**config.mk**
```make
export PLATFORM = sky130hd
export DESIGN_NAME = dma_channel_regs
export DESIGN_NICKNAME = d
export VERILOG_FILES = /design/src/verilog/dma_regs_pkg.sv /design/src/verilog/dma_event_if.sv /design/src/verilog/dma_event_unit.sv /design/src/verilog/dma_channel_regs.sv
export SDC_FILE = /design/constraint.sdc
export NUM_CORES = 1
export LEC_CHECK = 0
export BUFFER_PORTS_ARGS = -buffer_cell sky130_fd_sc_hd__buf_2
export CAP_MARGIN = 20
export CORE_MARGIN = 2
export CORE_UTILIZATION = 35
export DETAILED_ROUTE_END_ITERATION = 16
export PLACE_DENSITY = 0.53
export RECOVER_POWER = 100
export REMOVE_ABC_BUFFERS = 1
export SYNTH_ARGS = -nofsm -noshare
export SYNTH_HDL_FRONTEND = slang
export SYNTH_SLANG_ARGS = --single-unit
```
**constraint.sdc**
```tcl
create_clock -name i_clk_sys -period 18.4 [get_ports i_clk_sys]
set_input_delay 1.84 -clock i_clk_sys [delete_from_list [all_inputs] [get_ports i_clk_sys]]
set_output_delay 1.84 -clock i_clk_sys [all_outputs]
set_load 0.005 [all_outputs]
```
**src/verilog/dma_regs_pkg.sv**
```systemverilog
/*
 * Constants for the two-channel block mover register set: byte offsets, field
 * positions, command codes and reset values.
 * Assumes an 8-bit register port whose offsets are the CPU mode 0/1 addresses.
 */
package dma_regs_pkg;
    // Channel 2 byte offsets.
    localparam logic [7:0] OFS_CH2_TGT_L = 8'hc0;
    localparam logic [7:0] OFS_CH2_TGT_M = 8'hc1;
    localparam logic [7:0] OFS_CH2_TGT_H = 8'hc2;
    localparam logic [7:0] OFS_CH2_CPB = 8'hc6;
    localparam logic [7:0] OFS_CH2_CUR_L = 8'hc8;
    localparam logic [7:0] OFS_CH2_CUR_H = 8'hc9;
    localparam logic [7:0] OFS_CH2_ERR_L = 8'hca;
    localparam logic [7:0] OFS_CH2_ERR_H = 8'hcb;
    localparam logic [7:0] OFS_CH2_BFL_L = 8'hcc;
    localparam logic [7:0] OFS_CH2_BFL_H = 8'hcd;
    localparam logic [7:0] OFS_CH2_CMD = 8'hd5;
    // Channel 3 byte offsets.
    localparam logic [7:0] OFS_CH3_BUF_L = 8'he0;
    localparam logic [7:0] OFS_CH3_BUF_M = 8'he1;
    localparam logic [7:0] OFS_CH3_BUF_H = 8'he2;
    localparam logic [7:0] OFS_CH3_SRC_L = 8'he4;
    localparam logic [7:0] OFS_CH3_SRC_M = 8'he5;
    localparam logic [7:0] OFS_CH3_SRC_H = 8'he6;
    localparam logic [7:0] OFS_CH3_CUR_L = 8'he8;
    localparam logic [7:0] OFS_CH3_CUR_H = 8'he9;
    localparam logic [7:0] OFS_CH3_ERR_L = 8'hea;
    localparam logic [7:0] OFS_CH3_ERR_H = 8'heb;
    localparam logic [7:0] OFS_CH3_LEN_L = 8'hee;
    localparam logic [7:0] OFS_CH3_LEN_H = 8'hef;
    localparam logic [7:0] OFS_CH3_STAT = 8'hf0;
    localparam logic [7:0] OFS_CH3_MODE = 8'hf1;
    localparam logic [7:0] OFS_CH3_FCNT = 8'hf3;
    localparam logic [7:0] OFS_CH3_IRQEN = 8'hf4;
    localparam logic [7:0] OFS_CH3_CMD = 8'hf5;
    // Status and interrupt enable fields; event flags sit in bits 7..4.
    localparam int BIT_TRANSFER_END = 7;
    localparam int BIT_FRAME_END = 6;
    localparam int BIT_BUFFER_OVERRUN = 5;
    localparam int BIT_COUNTER_OVERFLOW = 4;
    localparam int BIT_RUN_ENABLE = 1;
    localparam int BIT_WRITE_GUARD = 0;
    localparam int EVT_LSB = 4;
    // Event vector positions inside the 4-bit flag group.
    localparam int EV_COF = 0;
    localparam int EV_BOF = 1;
    localparam int EV_EOM = 2;
    localparam int EV_EOT = 3;
    // Mode register fields.
    localparam int BIT_CHAIN_SELECT = 4;
    localparam int BIT_MULTI_FRAME = 2;
    localparam int BIT_FRAME_CNT_EN = 1;
    // Command codes in bits 1..0.
    localparam logic [1:0] CMD_ABORT = 2'h1;
    localparam logic [1:0] CMD_CLR_COUNT = 2'h2;
    // Reset values.
    localparam logic [7:0] RST_BYTE = 8'h00;
    localparam logic [3:0] RST_NIBBLE = 4'h0;
endpackage : dma_regs_pkg

```
**src/verilog/dma_event_if.sv**
```systemverilog
/*
 * Carrier between the register file and the channel 3 event unit.
 * Assumes both ends run on the same system clock.
 */
`timescale 1ns/1ps
interface dma_event_if;
    logic [3:0] events;
    logic [3:0] flag_clear;
    logic count_clear;
    logic chain_mode;
    logic count_enable;
    logic [3:0] irq_enable;
    logic [3:0] flags;
    logic [3:0] frame_count;
    logic irq;

    modport regs (output flag_clear, count_clear, chain_mode, count_enable,
                  output irq_enable, output events, input flags, frame_count, irq);
    modport unit (input flag_clear, count_clear, chain_mode, count_enable,
                  input irq_enable, input events, output flags, frame_count, irq);
endinterface : dma_event_if

```
**src/verilog/dma_event_unit.sv**
```systemverilog
/*
 * Sticky event flags, frame end counter and interrupt for channel 3.
 * Assumes events are one-cycle pulses from logic on the same clock.
 */
`timescale 1ns/1ps
module dma_event_unit (
    // Clock and reset.
    input wire logic i_clk_sys,
    input wire logic i_rst,
    // Register file side.
    dma_event_if.unit ev
);
    logic [3:0] set_now;
    logic frame_tick;
    logic wrap;

    // Buffer and frame events only count in chained mode.
    assign frame_tick = ev.events[dma_regs_pkg::EV_EOM] & ev.chain_mode;
    assign wrap = frame_tick & ev.count_enable & (ev.frame_count == 4'hf);
    always_comb
    begin
        set_now = ev.events;
        set_now[dma_regs_pkg::EV_BOF] = ev.events[dma_regs_pkg::EV_BOF] & ev.chain_mode;
        set_now[dma_regs_pkg::EV_EOM] = frame_tick;
        set_now[dma_regs_pkg::EV_COF] = ev.events[dma_regs_pkg::EV_COF] | wrap;
    end

    // A set in the same cycle as a write-one clear wins, so no event is lost.
    always_ff @(posedge i_clk_sys or posedge i_rst)
    begin
        if (i_rst)
            ev.flags <= dma_regs_pkg::RST_NIBBLE;
        else
            ev.flags <= (ev.flags & ~ev.flag_clear) | set_now;
    end

    // Counter clear and a counted frame (count enable set) in the same cycle leave a count of one.
    always_ff @(posedge i_clk_sys or posedge i_rst)
    begin
        if (i_rst)
            ev.frame_count <= dma_regs_pkg::RST_NIBBLE;
        else if (ev.count_clear)
            ev.frame_count <= {3'h0, frame_tick & ev.count_enable};
        else if (frame_tick && ev.count_enable)
            ev.frame_count <= ev.frame_count + 4'h1;
    end

    // Interrupt is registered; overrun enable is ignored in single mode.
    always_ff @(posedge i_clk_sys or posedge i_rst)
    begin
        if (i_rst)
            ev.irq <= 1'b0;
        else
            ev.irq <= |(ev.flags & {ev.irq_enable[3:2],
                                    ev.irq_enable[1] & ev.chain_mode,
                                    ev.irq_enable[0]});
    end
endmodule : dma_event_unit

```
**src/verilog/dma_channel_regs.sv**
```systemverilog
/*
 * Host register file for block mover channels 2 and 3, with mode-qualified
 * copies of every pointer for the transfer engine.
 * Assumes a single-cycle 8-bit register port on the system clock, the CPU
 * mode held steady by the system controller, and engine events that are
 * one-cycle pulses on the same clock.
 */
`timescale 1ns/1ps
module dma_channel_regs (
    // Clock and reset.
    input wire logic i_clk_sys,
    input wire logic i_rst,
    // Register port.
    input wire logic [1:0] i_cpu_mode,
    input wire logic [7:0] i_addr,
    input wire logic [7:0] i_wr_data,
    input wire logic i_wr,
    input wire logic i_rd,
    output logic [7:0] o_rd_data,
    // Channel 2 engine side.
    input wire logic i_ch2_chain_mode,
    output logic [23:0] o_ch2_target_address,
    output logic [23:0] o_ch2_buffer_address,
    output logic [7:0] o_ch2_chain_pointer_base,
    output logic [15:0] o_ch2_current_descriptor_pointer,
    output logic [15:0] o_ch2_error_descriptor_pointer,
    output logic [15:0] o_ch2_rx_buffer_length,
    output logic o_ch2_abort,
    // Channel 3 engine side.
    input wire logic i_ch3_transfer_end,
    input wire logic i_ch3_frame_end,
    input wire logic i_ch3_buffer_error,
    input wire logic i_ch3_counter_overflow,
    output logic [23:0] o_ch3_buffer_address,
    output logic [23:0] o_ch3_source_pointer,
    output logic [7:0] o_ch3_chain_pointer_base,
    output logic [15:0] o_ch3_current_descriptor_pointer,
    output logic [15:0] o_ch3_error_descriptor_pointer,
    output logic [15:0] o_ch3_transfer_length,
    output logic o_ch3_chain_select,
    output logic o_ch3_multi_frame_select,
    output logic o_ch3_frame_counter_enable,
    output logic o_ch3_channel_run_enable,
    output logic o_ch3_abort,
    // Interrupt.
    output logic o_irq
);
    logic [7:0] eff_addr;
    logic [7:0] rd_next;
    logic [23:0] ch2_addr_reg;
    logic [7:0] ch2_cpb_reg;
    logic [15:0] ch2_cur_reg;
    logic [15:0] ch2_err_reg;
    logic [15:0] ch2_bfl_reg;
    logic [23:0] ch3_buf_reg;
    logic [23:0] ch3_src_reg;
    logic [15:0] ch3_cur_reg;
    logic [15:0] ch3_err_reg;
    logic [15:0] ch3_len_reg;
    logic [2:0] mode_reg;
    logic [3:0] irqen_reg;
    logic run_reg;
    logic ch3_chain;
    logic ch3_cmd_wr;
    logic [7:0] status_view;
    logic [7:0] mode_view;

    dma_event_if ev ();

    // Modes 2 and 3 put each even/odd byte pair on the other address.
    assign eff_addr = i_cpu_mode[1] ? {i_addr[7:1], ~i_addr[0]} : i_addr;

    // Local write-hit helper keeps the decode readable.
    function automatic logic hit(input logic [7:0] ofs);
        hit = i_wr && (eff_addr == ofs);
    endfunction : hit

    assign ch3_chain = mode_reg[2];
    assign ch3_cmd_wr = hit(dma_regs_pkg::OFS_CH3_CMD);

    // Channel 2 pointer bytes.
    always_ff @(posedge i_clk_sys or posedge i_rst)
    begin
        if (i_rst)
        begin
            ch2_addr_reg <= {3{dma_regs_pkg::RST_BYTE}};
            ch2_cpb_reg <= dma_regs_pkg::RST_BYTE;
            ch2_cur_reg <= {2{dma_regs_pkg::RST_BYTE}};
            ch2_err_reg <= {2{dma_regs_pkg::RST_BYTE}};
            ch2_bfl_reg <= {2{dma_regs_pkg::RST_BYTE}};
        end
        else
        begin
            if (hit(dma_regs_pkg::OFS_CH2_TGT_L))
                ch2_addr_reg[7:0] <= i_wr_data;
            if (hit(dma_regs_pkg::OFS_CH2_TGT_M))
                ch2_addr_reg[15:8] <= i_wr_data;
            if (hit(dma_regs_pkg::OFS_CH2_TGT_H))
                ch2_addr_reg[23:16] <= i_wr_data;
            if (hit(dma_regs_pkg::OFS_CH2_CPB))
                ch2_cpb_reg <= i_wr_data;
            if (hit(dma_regs_pkg::OFS_CH2_CUR_L))
                ch2_cur_reg[7:0] <= i_wr_data;
            if (hit(dma_regs_pkg::OFS_CH2_CUR_H))
                ch2_cur_reg[15:8] <= i_wr_data;
            if (hit(dma_regs_pkg::OFS_CH2_ERR_L))
                ch2_err_reg[7:0] <= i_wr_data;
            if (hit(dma_regs_pkg::OFS_CH2_ERR_H))
                ch2_err_reg[15:8] <= i_wr_data;
            if (hit(dma_regs_pkg::OFS_CH2_BFL_L))
                ch2_bfl_reg[7:0] <= i_wr_data;
            if (hit(dma_regs_pkg::OFS_CH2_BFL_H))
                ch2_bfl_reg[15:8] <= i_wr_data;
        end
    end

    // Channel 3 pointer bytes.
    always_ff @(posedge i_clk_sys or posedge i_rst)
    begin
        if (i_rst)
        begin
            ch3_buf_reg <= {3{dma_regs_pkg::RST_BYTE}};
            ch3_src_reg <= {3{dma_regs_pkg::RST_BYTE}};
            ch3_cur_reg <= {2{dma_regs_pkg::RST_BYTE}};
            ch3_err_reg <= {2{dma_regs_pkg::RST_BYTE}};
            ch3_len_reg <= {2{dma_regs_pkg::RST_BYTE}};
        end
        else
        begin
            if (hit(dma_regs_pkg::OFS_CH3_BUF_L))
                ch3_buf_reg[7:0] <= i_wr_data;
            if (hit(dma_regs_pkg::OFS_CH3_BUF_M))
                ch3_buf_reg[15:8] <= i_wr_data;
            if (hit(dma_regs_pkg::OFS_CH3_BUF_H))
                ch3_buf_reg[23:16] <= i_wr_data;
            if (hit(dma_regs_pkg::OFS_CH3_SRC_L))
                ch3_src_reg[7:0] <= i_wr_data;
            if (hit(dma_regs_pkg::OFS_CH3_SRC_M))
                ch3_src_reg[15:8] <= i_wr_data;
            if (hit(dma_regs_pkg::OFS_CH3_SRC_H))
                ch3_src_reg[23:16] <= i_wr_data;
            if (hit(dma_regs_pkg::OFS_CH3_CUR_L))
                ch3_cur_reg[7:0] <= i_wr_data;
            if (hit(dma_regs_pkg::OFS_CH3_CUR_H))
                ch3_cur_reg[15:8] <= i_wr_data;
            if (hit(dma_regs_pkg::OFS_CH3_ERR_L))
                ch3_err_reg[7:0] <= i_wr_data;
            if (hit(dma_regs_pkg::OFS_CH3_ERR_H))
                ch3_err_reg[15:8] <= i_wr_data;
            if (hit(dma_regs_pkg::OFS_CH3_LEN_L))
                ch3_len_reg[7:0] <= i_wr_data;
            if (hit(dma_regs_pkg::OFS_CH3_LEN_H))
                ch3_len_reg[15:8] <= i_wr_data;
        end
    end

    // Mode and interrupt enable; mode_reg holds chain, multi-frame, count enable.
    always_ff @(posedge i_clk_sys or posedge i_rst)
    begin
        if (i_rst)
        begin
            mode_reg <= 3'h0;
            irqen_reg <= dma_regs_pkg::RST_NIBBLE;
        end
        else
        begin
            if (hit(dma_regs_pkg::OFS_CH3_MODE))
                mode_reg <= {i_wr_data[dma_regs_pkg::BIT_CHAIN_SELECT],
                             i_wr_data[dma_regs_pkg::BIT_MULTI_FRAME],
                             i_wr_data[dma_regs_pkg::BIT_FRAME_CNT_EN]};
            if (hit(dma_regs_pkg::OFS_CH3_IRQEN))
                irqen_reg <= i_wr_data[7:dma_regs_pkg::EVT_LSB];
        end
    end

    // Apart from an abort, run enable moves only on a status write with the guard bit at zero.
    // An abort command also stops the channel so it cannot restart silently.
    always_ff @(posedge i_clk_sys or posedge i_rst)
    begin
        if (i_rst)
            run_reg <= 1'b0;
        else if (ch3_cmd_wr && i_wr_data[1:0] == dma_regs_pkg::CMD_ABORT)
            run_reg <= 1'b0;
        else if (hit(dma_regs_pkg::OFS_CH3_STAT) && !i_wr_data[dma_regs_pkg::BIT_WRITE_GUARD])
            run_reg <= i_wr_data[dma_regs_pkg::BIT_RUN_ENABLE];
    end

    // Event unit link: write-one clears, counter clear command, mode bits.
    assign ev.events = {i_ch3_transfer_end, i_ch3_frame_end,
                        i_ch3_buffer_error, i_ch3_counter_overflow};
    assign ev.flag_clear = hit(dma_regs_pkg::OFS_CH3_STAT) ?
                           i_wr_data[7:dma_regs_pkg::EVT_LSB] : 4'h0;
    assign ev.count_clear = ch3_cmd_wr
                            && (i_wr_data[1:0] == dma_regs_pkg::CMD_CLR_COUNT);
    assign ev.chain_mode = ch3_chain;
    assign ev.count_enable = mode_reg[0];
    assign ev.irq_enable = irqen_reg;

    dma_event_unit u_event (
        .i_clk_sys(i_clk_sys),
        .i_rst(i_rst),
        .ev(ev)
    );

    // Status reads flags and run enable; the guard bit always reads zero.
    assign status_view = {ev.flags, 2'h0, run_reg, 1'b0};
    assign mode_view = {3'h0, mode_reg[2], 1'b0, mode_reg[1], mode_reg[0], 1'b0};

    // Read mux; command registers and unmapped offsets read as zero.
    always_comb
    begin
        rd_next = 8'h00;
        case (eff_addr)
            dma_regs_pkg::OFS_CH2_TGT_L: rd_next = ch2_addr_reg[7:0];
            dma_regs_pkg::OFS_CH2_TGT_M: rd_next = ch2_addr_reg[15:8];
            dma_regs_pkg::OFS_CH2_TGT_H: rd_next = ch2_addr_reg[23:16];
            dma_regs_pkg::OFS_CH2_CPB: rd_next = ch2_cpb_reg;
            dma_regs_pkg::OFS_CH2_CUR_L: rd_next = ch2_cur_reg[7:0];
            dma_regs_pkg::OFS_CH2_CUR_H: rd_next = ch2_cur_reg[15:8];
            dma_regs_pkg::OFS_CH2_ERR_L: rd_next = ch2_err_reg[7:0];
            dma_regs_pkg::OFS_CH2_ERR_H: rd_next = ch2_err_reg[15:8];
            dma_regs_pkg::OFS_CH2_BFL_L: rd_next = ch2_bfl_reg[7:0];
            dma_regs_pkg::OFS_CH2_BFL_H: rd_next = ch2_bfl_reg[15:8];
            dma_regs_pkg::OFS_CH3_BUF_L: rd_next = ch3_buf_reg[7:0];
            dma_regs_pkg::OFS_CH3_BUF_M: rd_next = ch3_buf_reg[15:8];
            dma_regs_pkg::OFS_CH3_BUF_H: rd_next = ch3_buf_reg[23:16];
            dma_regs_pkg::OFS_CH3_SRC_L: rd_next = ch3_src_reg[7:0];
            dma_regs_pkg::OFS_CH3_SRC_M: rd_next = ch3_src_reg[15:8];
            dma_regs_pkg::OFS_CH3_SRC_H: rd_next = ch3_src_reg[23:16];
            dma_regs_pkg::OFS_CH3_CUR_L: rd_next = ch3_cur_reg[7:0];
            dma_regs_pkg::OFS_CH3_CUR_H: rd_next = ch3_cur_reg[15:8];
            dma_regs_pkg::OFS_CH3_ERR_L: rd_next = ch3_err_reg[7:0];
            dma_regs_pkg::OFS_CH3_ERR_H: rd_next = ch3_err_reg[15:8];
            dma_regs_pkg::OFS_CH3_LEN_L: rd_next = ch3_len_reg[7:0];
            dma_regs_pkg::OFS_CH3_LEN_H: rd_next = ch3_len_reg[15:8];
            dma_regs_pkg::OFS_CH3_STAT: rd_next = status_view;
            dma_regs_pkg::OFS_CH3_MODE: rd_next = mode_view;
            dma_regs_pkg::OFS_CH3_FCNT: rd_next = {4'h0, ev.frame_count};
            dma_regs_pkg::OFS_CH3_IRQEN: rd_next = {irqen_reg, 4'h0};
            default: rd_next = 8'h00;
        endcase
    end

    // Read data stand only in the cycle after the strobe.
    always_ff @(posedge i_clk_sys or posedge i_rst)
    begin
        if (i_rst)
            o_rd_data <= dma_regs_pkg::RST_BYTE;
        else
            o_rd_data <= i_rd ? rd_next : 8'h00;
    end

    // Channel 2 engine view, qualified by its transfer mode.
    // The one-cycle lag is harmless: pointers are set before a channel runs.
    always_ff @(posedge i_clk_sys or posedge i_rst)
    begin
        if (i_rst)
        begin
            o_ch2_target_address <= 24'h000000;
            o_ch2_buffer_address <= 24'h000000;
            o_ch2_chain_pointer_base <= dma_regs_pkg::RST_BYTE;
            o_ch2_current_descriptor_pointer <= 16'h0000;
            o_ch2_error_descriptor_pointer <= 16'h0000;
            o_ch2_rx_buffer_length <= 16'h0000;
        end
        else
        begin
            o_ch2_target_address <= i_ch2_chain_mode ? 24'h000000 : ch2_addr_reg;
            o_ch2_buffer_address <= i_ch2_chain_mode ? ch2_addr_reg : 24'h000000;
            o_ch2_chain_pointer_base <= i_ch2_chain_mode ? ch2_cpb_reg : 8'h00;
            o_ch2_current_descriptor_pointer <= i_ch2_chain_mode ? ch2_cur_reg : 16'h0000;
            o_ch2_error_descriptor_pointer <= i_ch2_chain_mode ? ch2_err_reg : 16'h0000;
            o_ch2_rx_buffer_length <= i_ch2_chain_mode ? ch2_bfl_reg : 16'h0000;
        end
    end

    // Channel 3 engine view, qualified by the chain select bit.
    always_ff @(posedge i_clk_sys or posedge i_rst)
    begin
        if (i_rst)
        begin
            o_ch3_buffer_address <= 24'h000000;
            o_ch3_source_pointer <= 24'h000000;
            o_ch3_chain_pointer_base <= dma_regs_pkg::RST_BYTE;
            o_ch3_current_descriptor_pointer <= 16'h0000;
            o_ch3_error_descriptor_pointer <= 16'h0000;
            o_ch3_transfer_length <= 16'h0000;
        end
        else
        begin
            o_ch3_buffer_address <= ch3_chain ? ch3_buf_reg : 24'h000000;
            o_ch3_source_pointer <= ch3_chain ? 24'h000000 : ch3_src_reg;
            o_ch3_chain_pointer_base <= ch3_chain ? ch3_src_reg[23:16] : 8'h00;
            o_ch3_current_descriptor_pointer <= ch3_chain ? ch3_cur_reg : 16'h0000;
            o_ch3_error_descriptor_pointer <= ch3_chain ? ch3_err_reg : 16'h0000;
            o_ch3_transfer_length <= ch3_chain ? 16'h0000 : ch3_len_reg;
        end
    end

    // Control outputs and abort pulses.
    always_ff @(posedge i_clk_sys or posedge i_rst)
    begin
        if (i_rst)
        begin
            o_ch3_chain_select <= 1'b0;
            o_ch3_multi_frame_select <= 1'b0;
            o_ch3_frame_counter_enable <= 1'b0;
            o_ch3_channel_run_enable <= 1'b0;
            o_ch2_abort <= 1'b0;
            o_ch3_abort <= 1'b0;
        end
        else
        begin
            o_ch3_chain_select <= ch3_chain;
            o_ch3_multi_frame_select <= mode_reg[1];
            o_ch3_frame_counter_enable <= mode_reg[0];
            o_ch3_channel_run_enable <= run_reg;
            o_ch2_abort <= hit(dma_regs_pkg::OFS_CH2_CMD)
                           && (i_wr_data[1:0] == dma_regs_pkg::CMD_ABORT);
            o_ch3_abort <= ch3_cmd_wr && (i_wr_data[1:0] == dma_regs_pkg::CMD_ABORT);
        end
    end

    // The event unit already registers the interrupt level.
    assign o_irq = ev.irq;
endmodule : dma_channel_regs

```
==> results.yml <==
sta:
  tightest_slew_ns: 4.80
  period_share: 0.457
  slew_violations: 437
  finClkSkew_ns: 0.0138
  finalSetupViolCount: 0
  fin_crit_ns: 8.41
  slew_headroom: -2.22
  hold_viol_final: 0
  max_clock_freq_mhz: 119
  tns_ns: 0
  rsz0062_at_grt: "false"
final_layout:
  num-fill-cells: 4464
  layoutNonFillerInstCount: 2129
  syn_to_final_growth_pct: 18.5
  multiInputGateArea_sq_um: 5700
  register_area_sq_um: 10400
  nNetsFinal: 1516
  layout-drive-gt1-share: 0.285
power_and_ir_drop:
  power_density_nw_per_um2: 104
  peakVddDrop_v: 0.0000563
  p_leak_nw: 9.65
clocking:
  cts_buffer_depth: 3
  clkTransAtPathRegs_ns: 0.06
  insertion_delay_ns: 0.57
  cts_setup_buffers: 0
  htree_num_levels: 2
  clkSinkCount: 415
  hold_buffers: 0
  cts_tree: "done"
  cts_resized: 0
  clockRootBuffer: "clkbuf_16"
  numCtsBuffers: 45
synth:
  synth_top_area_share: 0.628
  avgSynthCellArea_sq_um: 13.1
  async_flop_share: 1.00
  synth-main-ff-cell: "dfrtp_1"
  yosysUniqueCellTypes: 67
  post-synth-top-count-cell: "dfrtp_1"
  synth-seq-cells: 415
  synth.largest_area_cell: "dfrtp_1"
  synth_edf_count: 0
  ys_top_cells_by_count: "dfrtp_1 (415), mux2_2 (192), and2_1 (145)"
  synth_area_sq_um: 16500
  seq_area_frac_synth: 0.628
  synthTopCellsByArea: "dfrtp_1 (63%), mux2_2 (13%), and2_1 (5.5%)"
  synth_cells: 1264
  yosysWarnings: 0
floorplanning:
  std_cell_rows: 79
  fp.dieW_microns: 221
  core_area_sq_um: 46600
  start_util: 0.355
  chipHeight_microns: 221
  ios: 250
  die_area_sq_um: 49000
detailed_routing:
  drtIter0Drc: 799
  vias: 11000
  drt_wl_total_mm: 51.6
  drtPass1Iterations: 5
  wl_per_cell_microns: 24.2
  ant_nets: 0
  drc_errors: 0
  via_per_inst: 5.16
worst_setup_path:
  crit_path_end_kind: "async pin"
  cp_max_fo: 166
  path_class: "in2async"
  startpoint_type: "primary input"
  cp.required_ns: 18.96
  crit_arrival_ns: 8.97
  reg2reg_slack_ns: 13.99
outcome:
  status: "complete, but fails checks"
  violations: "capacitance limit, slew limit"
global_routing:
  antenna_found_initial: 1
  grt.overflow.total: 0
  grt_pass1_vias: 11400
  grt_pass1_wl_mm: 76.9
  grtUsageTotal: 0.210
  grt_max_degree: 167
flow_run:
  drv_cap: 6
min_path:
  hp-class: "reg2reg"
place:
  placedCellCount: 2048
  port_buffers: 248
  dp_hpwl_mm: 34.1
  gp_congestion: 0.904
-- where the power goes --
part	internal (mW)	leakage (nW)	switching, mW	total [mW]
registers	0.948	5.73	0.0274	0.976
clock network	0.562	0.753	0.368	0.929
logic	0.0437	3.17	0.0839	0.128
-- routing by layer --
metal	wire, microns	GRT usage
met3	3100	0.0432
met5	0	0
met1	23200	0.296
met4	1150	0.0530
met2	24200	0.331
-- stage by stage --
step	hold WS [ns]	worst slack, ns	instance area (sq um)	total power [mW]	utilization
after floorplan	0.368	5.01	16200	1.05	-
after global placement	0.382	13.22	18300	1.12	0.393
after detailed placement	0.391	13.13	18300	1.12	0.393
after CTS	0.408	13.74	19800	2.06	0.426
after global routing	0.418	8.38	19600	2.11	0.421
final	0.406	9.99	19600	2.03	0.421
-- final cells by class --
type                       count  share of cell area
sequential                   415               0.530
multi-input combinational    762               0.291
clock buffer                  66              0.0686
timing repair buffer         259              0.0612
tap                          607              0.0388
clock inverter                14             0.00951
inverter                       5             0.00102
antenna                        1            0.000128
-- worst paths after layout --
kind,startpoint,cells after the start,to
max in group i_clk_sys,i_addr[1],7,ch3_src_reg[21]
max reg2reg,mode_reg[2],2,o_ch3_transfer_length[0]
min in group asynchronous,i_rst,2,o_ch2_target_address[5]
max,i_rst,5,o_ch3_error_descriptor_pointer[2]
min,mode_reg[1],0,o_ch3_multi_frame_select
min reg2reg,mode_reg[1],0,o_ch3_multi_frame_select
-- layout by cell type (no fill, tap or decap), types with 6 or more instances in the layout --
master	netlist	final
dfrtp_1	415	415
mux2_2	192	192
buf_2	28	154
and2_0	0	113
clkbuf_1	45	103
nor2b_1	67	67
nand3_1	53	59
nand2_1	45	45
clkbuf_16	0	45
nor2_1	33	40
and2_1	145	32
mux2i_1	27	27
a21oi_1	20	20
o21ai_0	17	18
a31oi_1	17	17
nor3_1	16	17
clkbuf_8	0	14
and3_1	11	11
a22oi_1	11	11
nor4_1	9	10
nand4_1	8	8
a22o_1	6	6
a32oi_1	6	6
-- cell families after synthesis --
logic type,after synthesis,share of synthesized area
fa+ha+maj,1,0.000757
xor+xnor,5,0.00310
simple gates,426,0.151
buf+inv,87,0.0230
flops,415,0.628
mux,220,0.149
compound gates,110,0.0453
-- critical path: stages --
cell	delay, ns
buf_2	0.10
clkinvlp_2	2.63
clkbuf_1	2.61
buf_12	0.65
buf_4	0.85
Note: power is estimated with default switching activity, not from simulation.
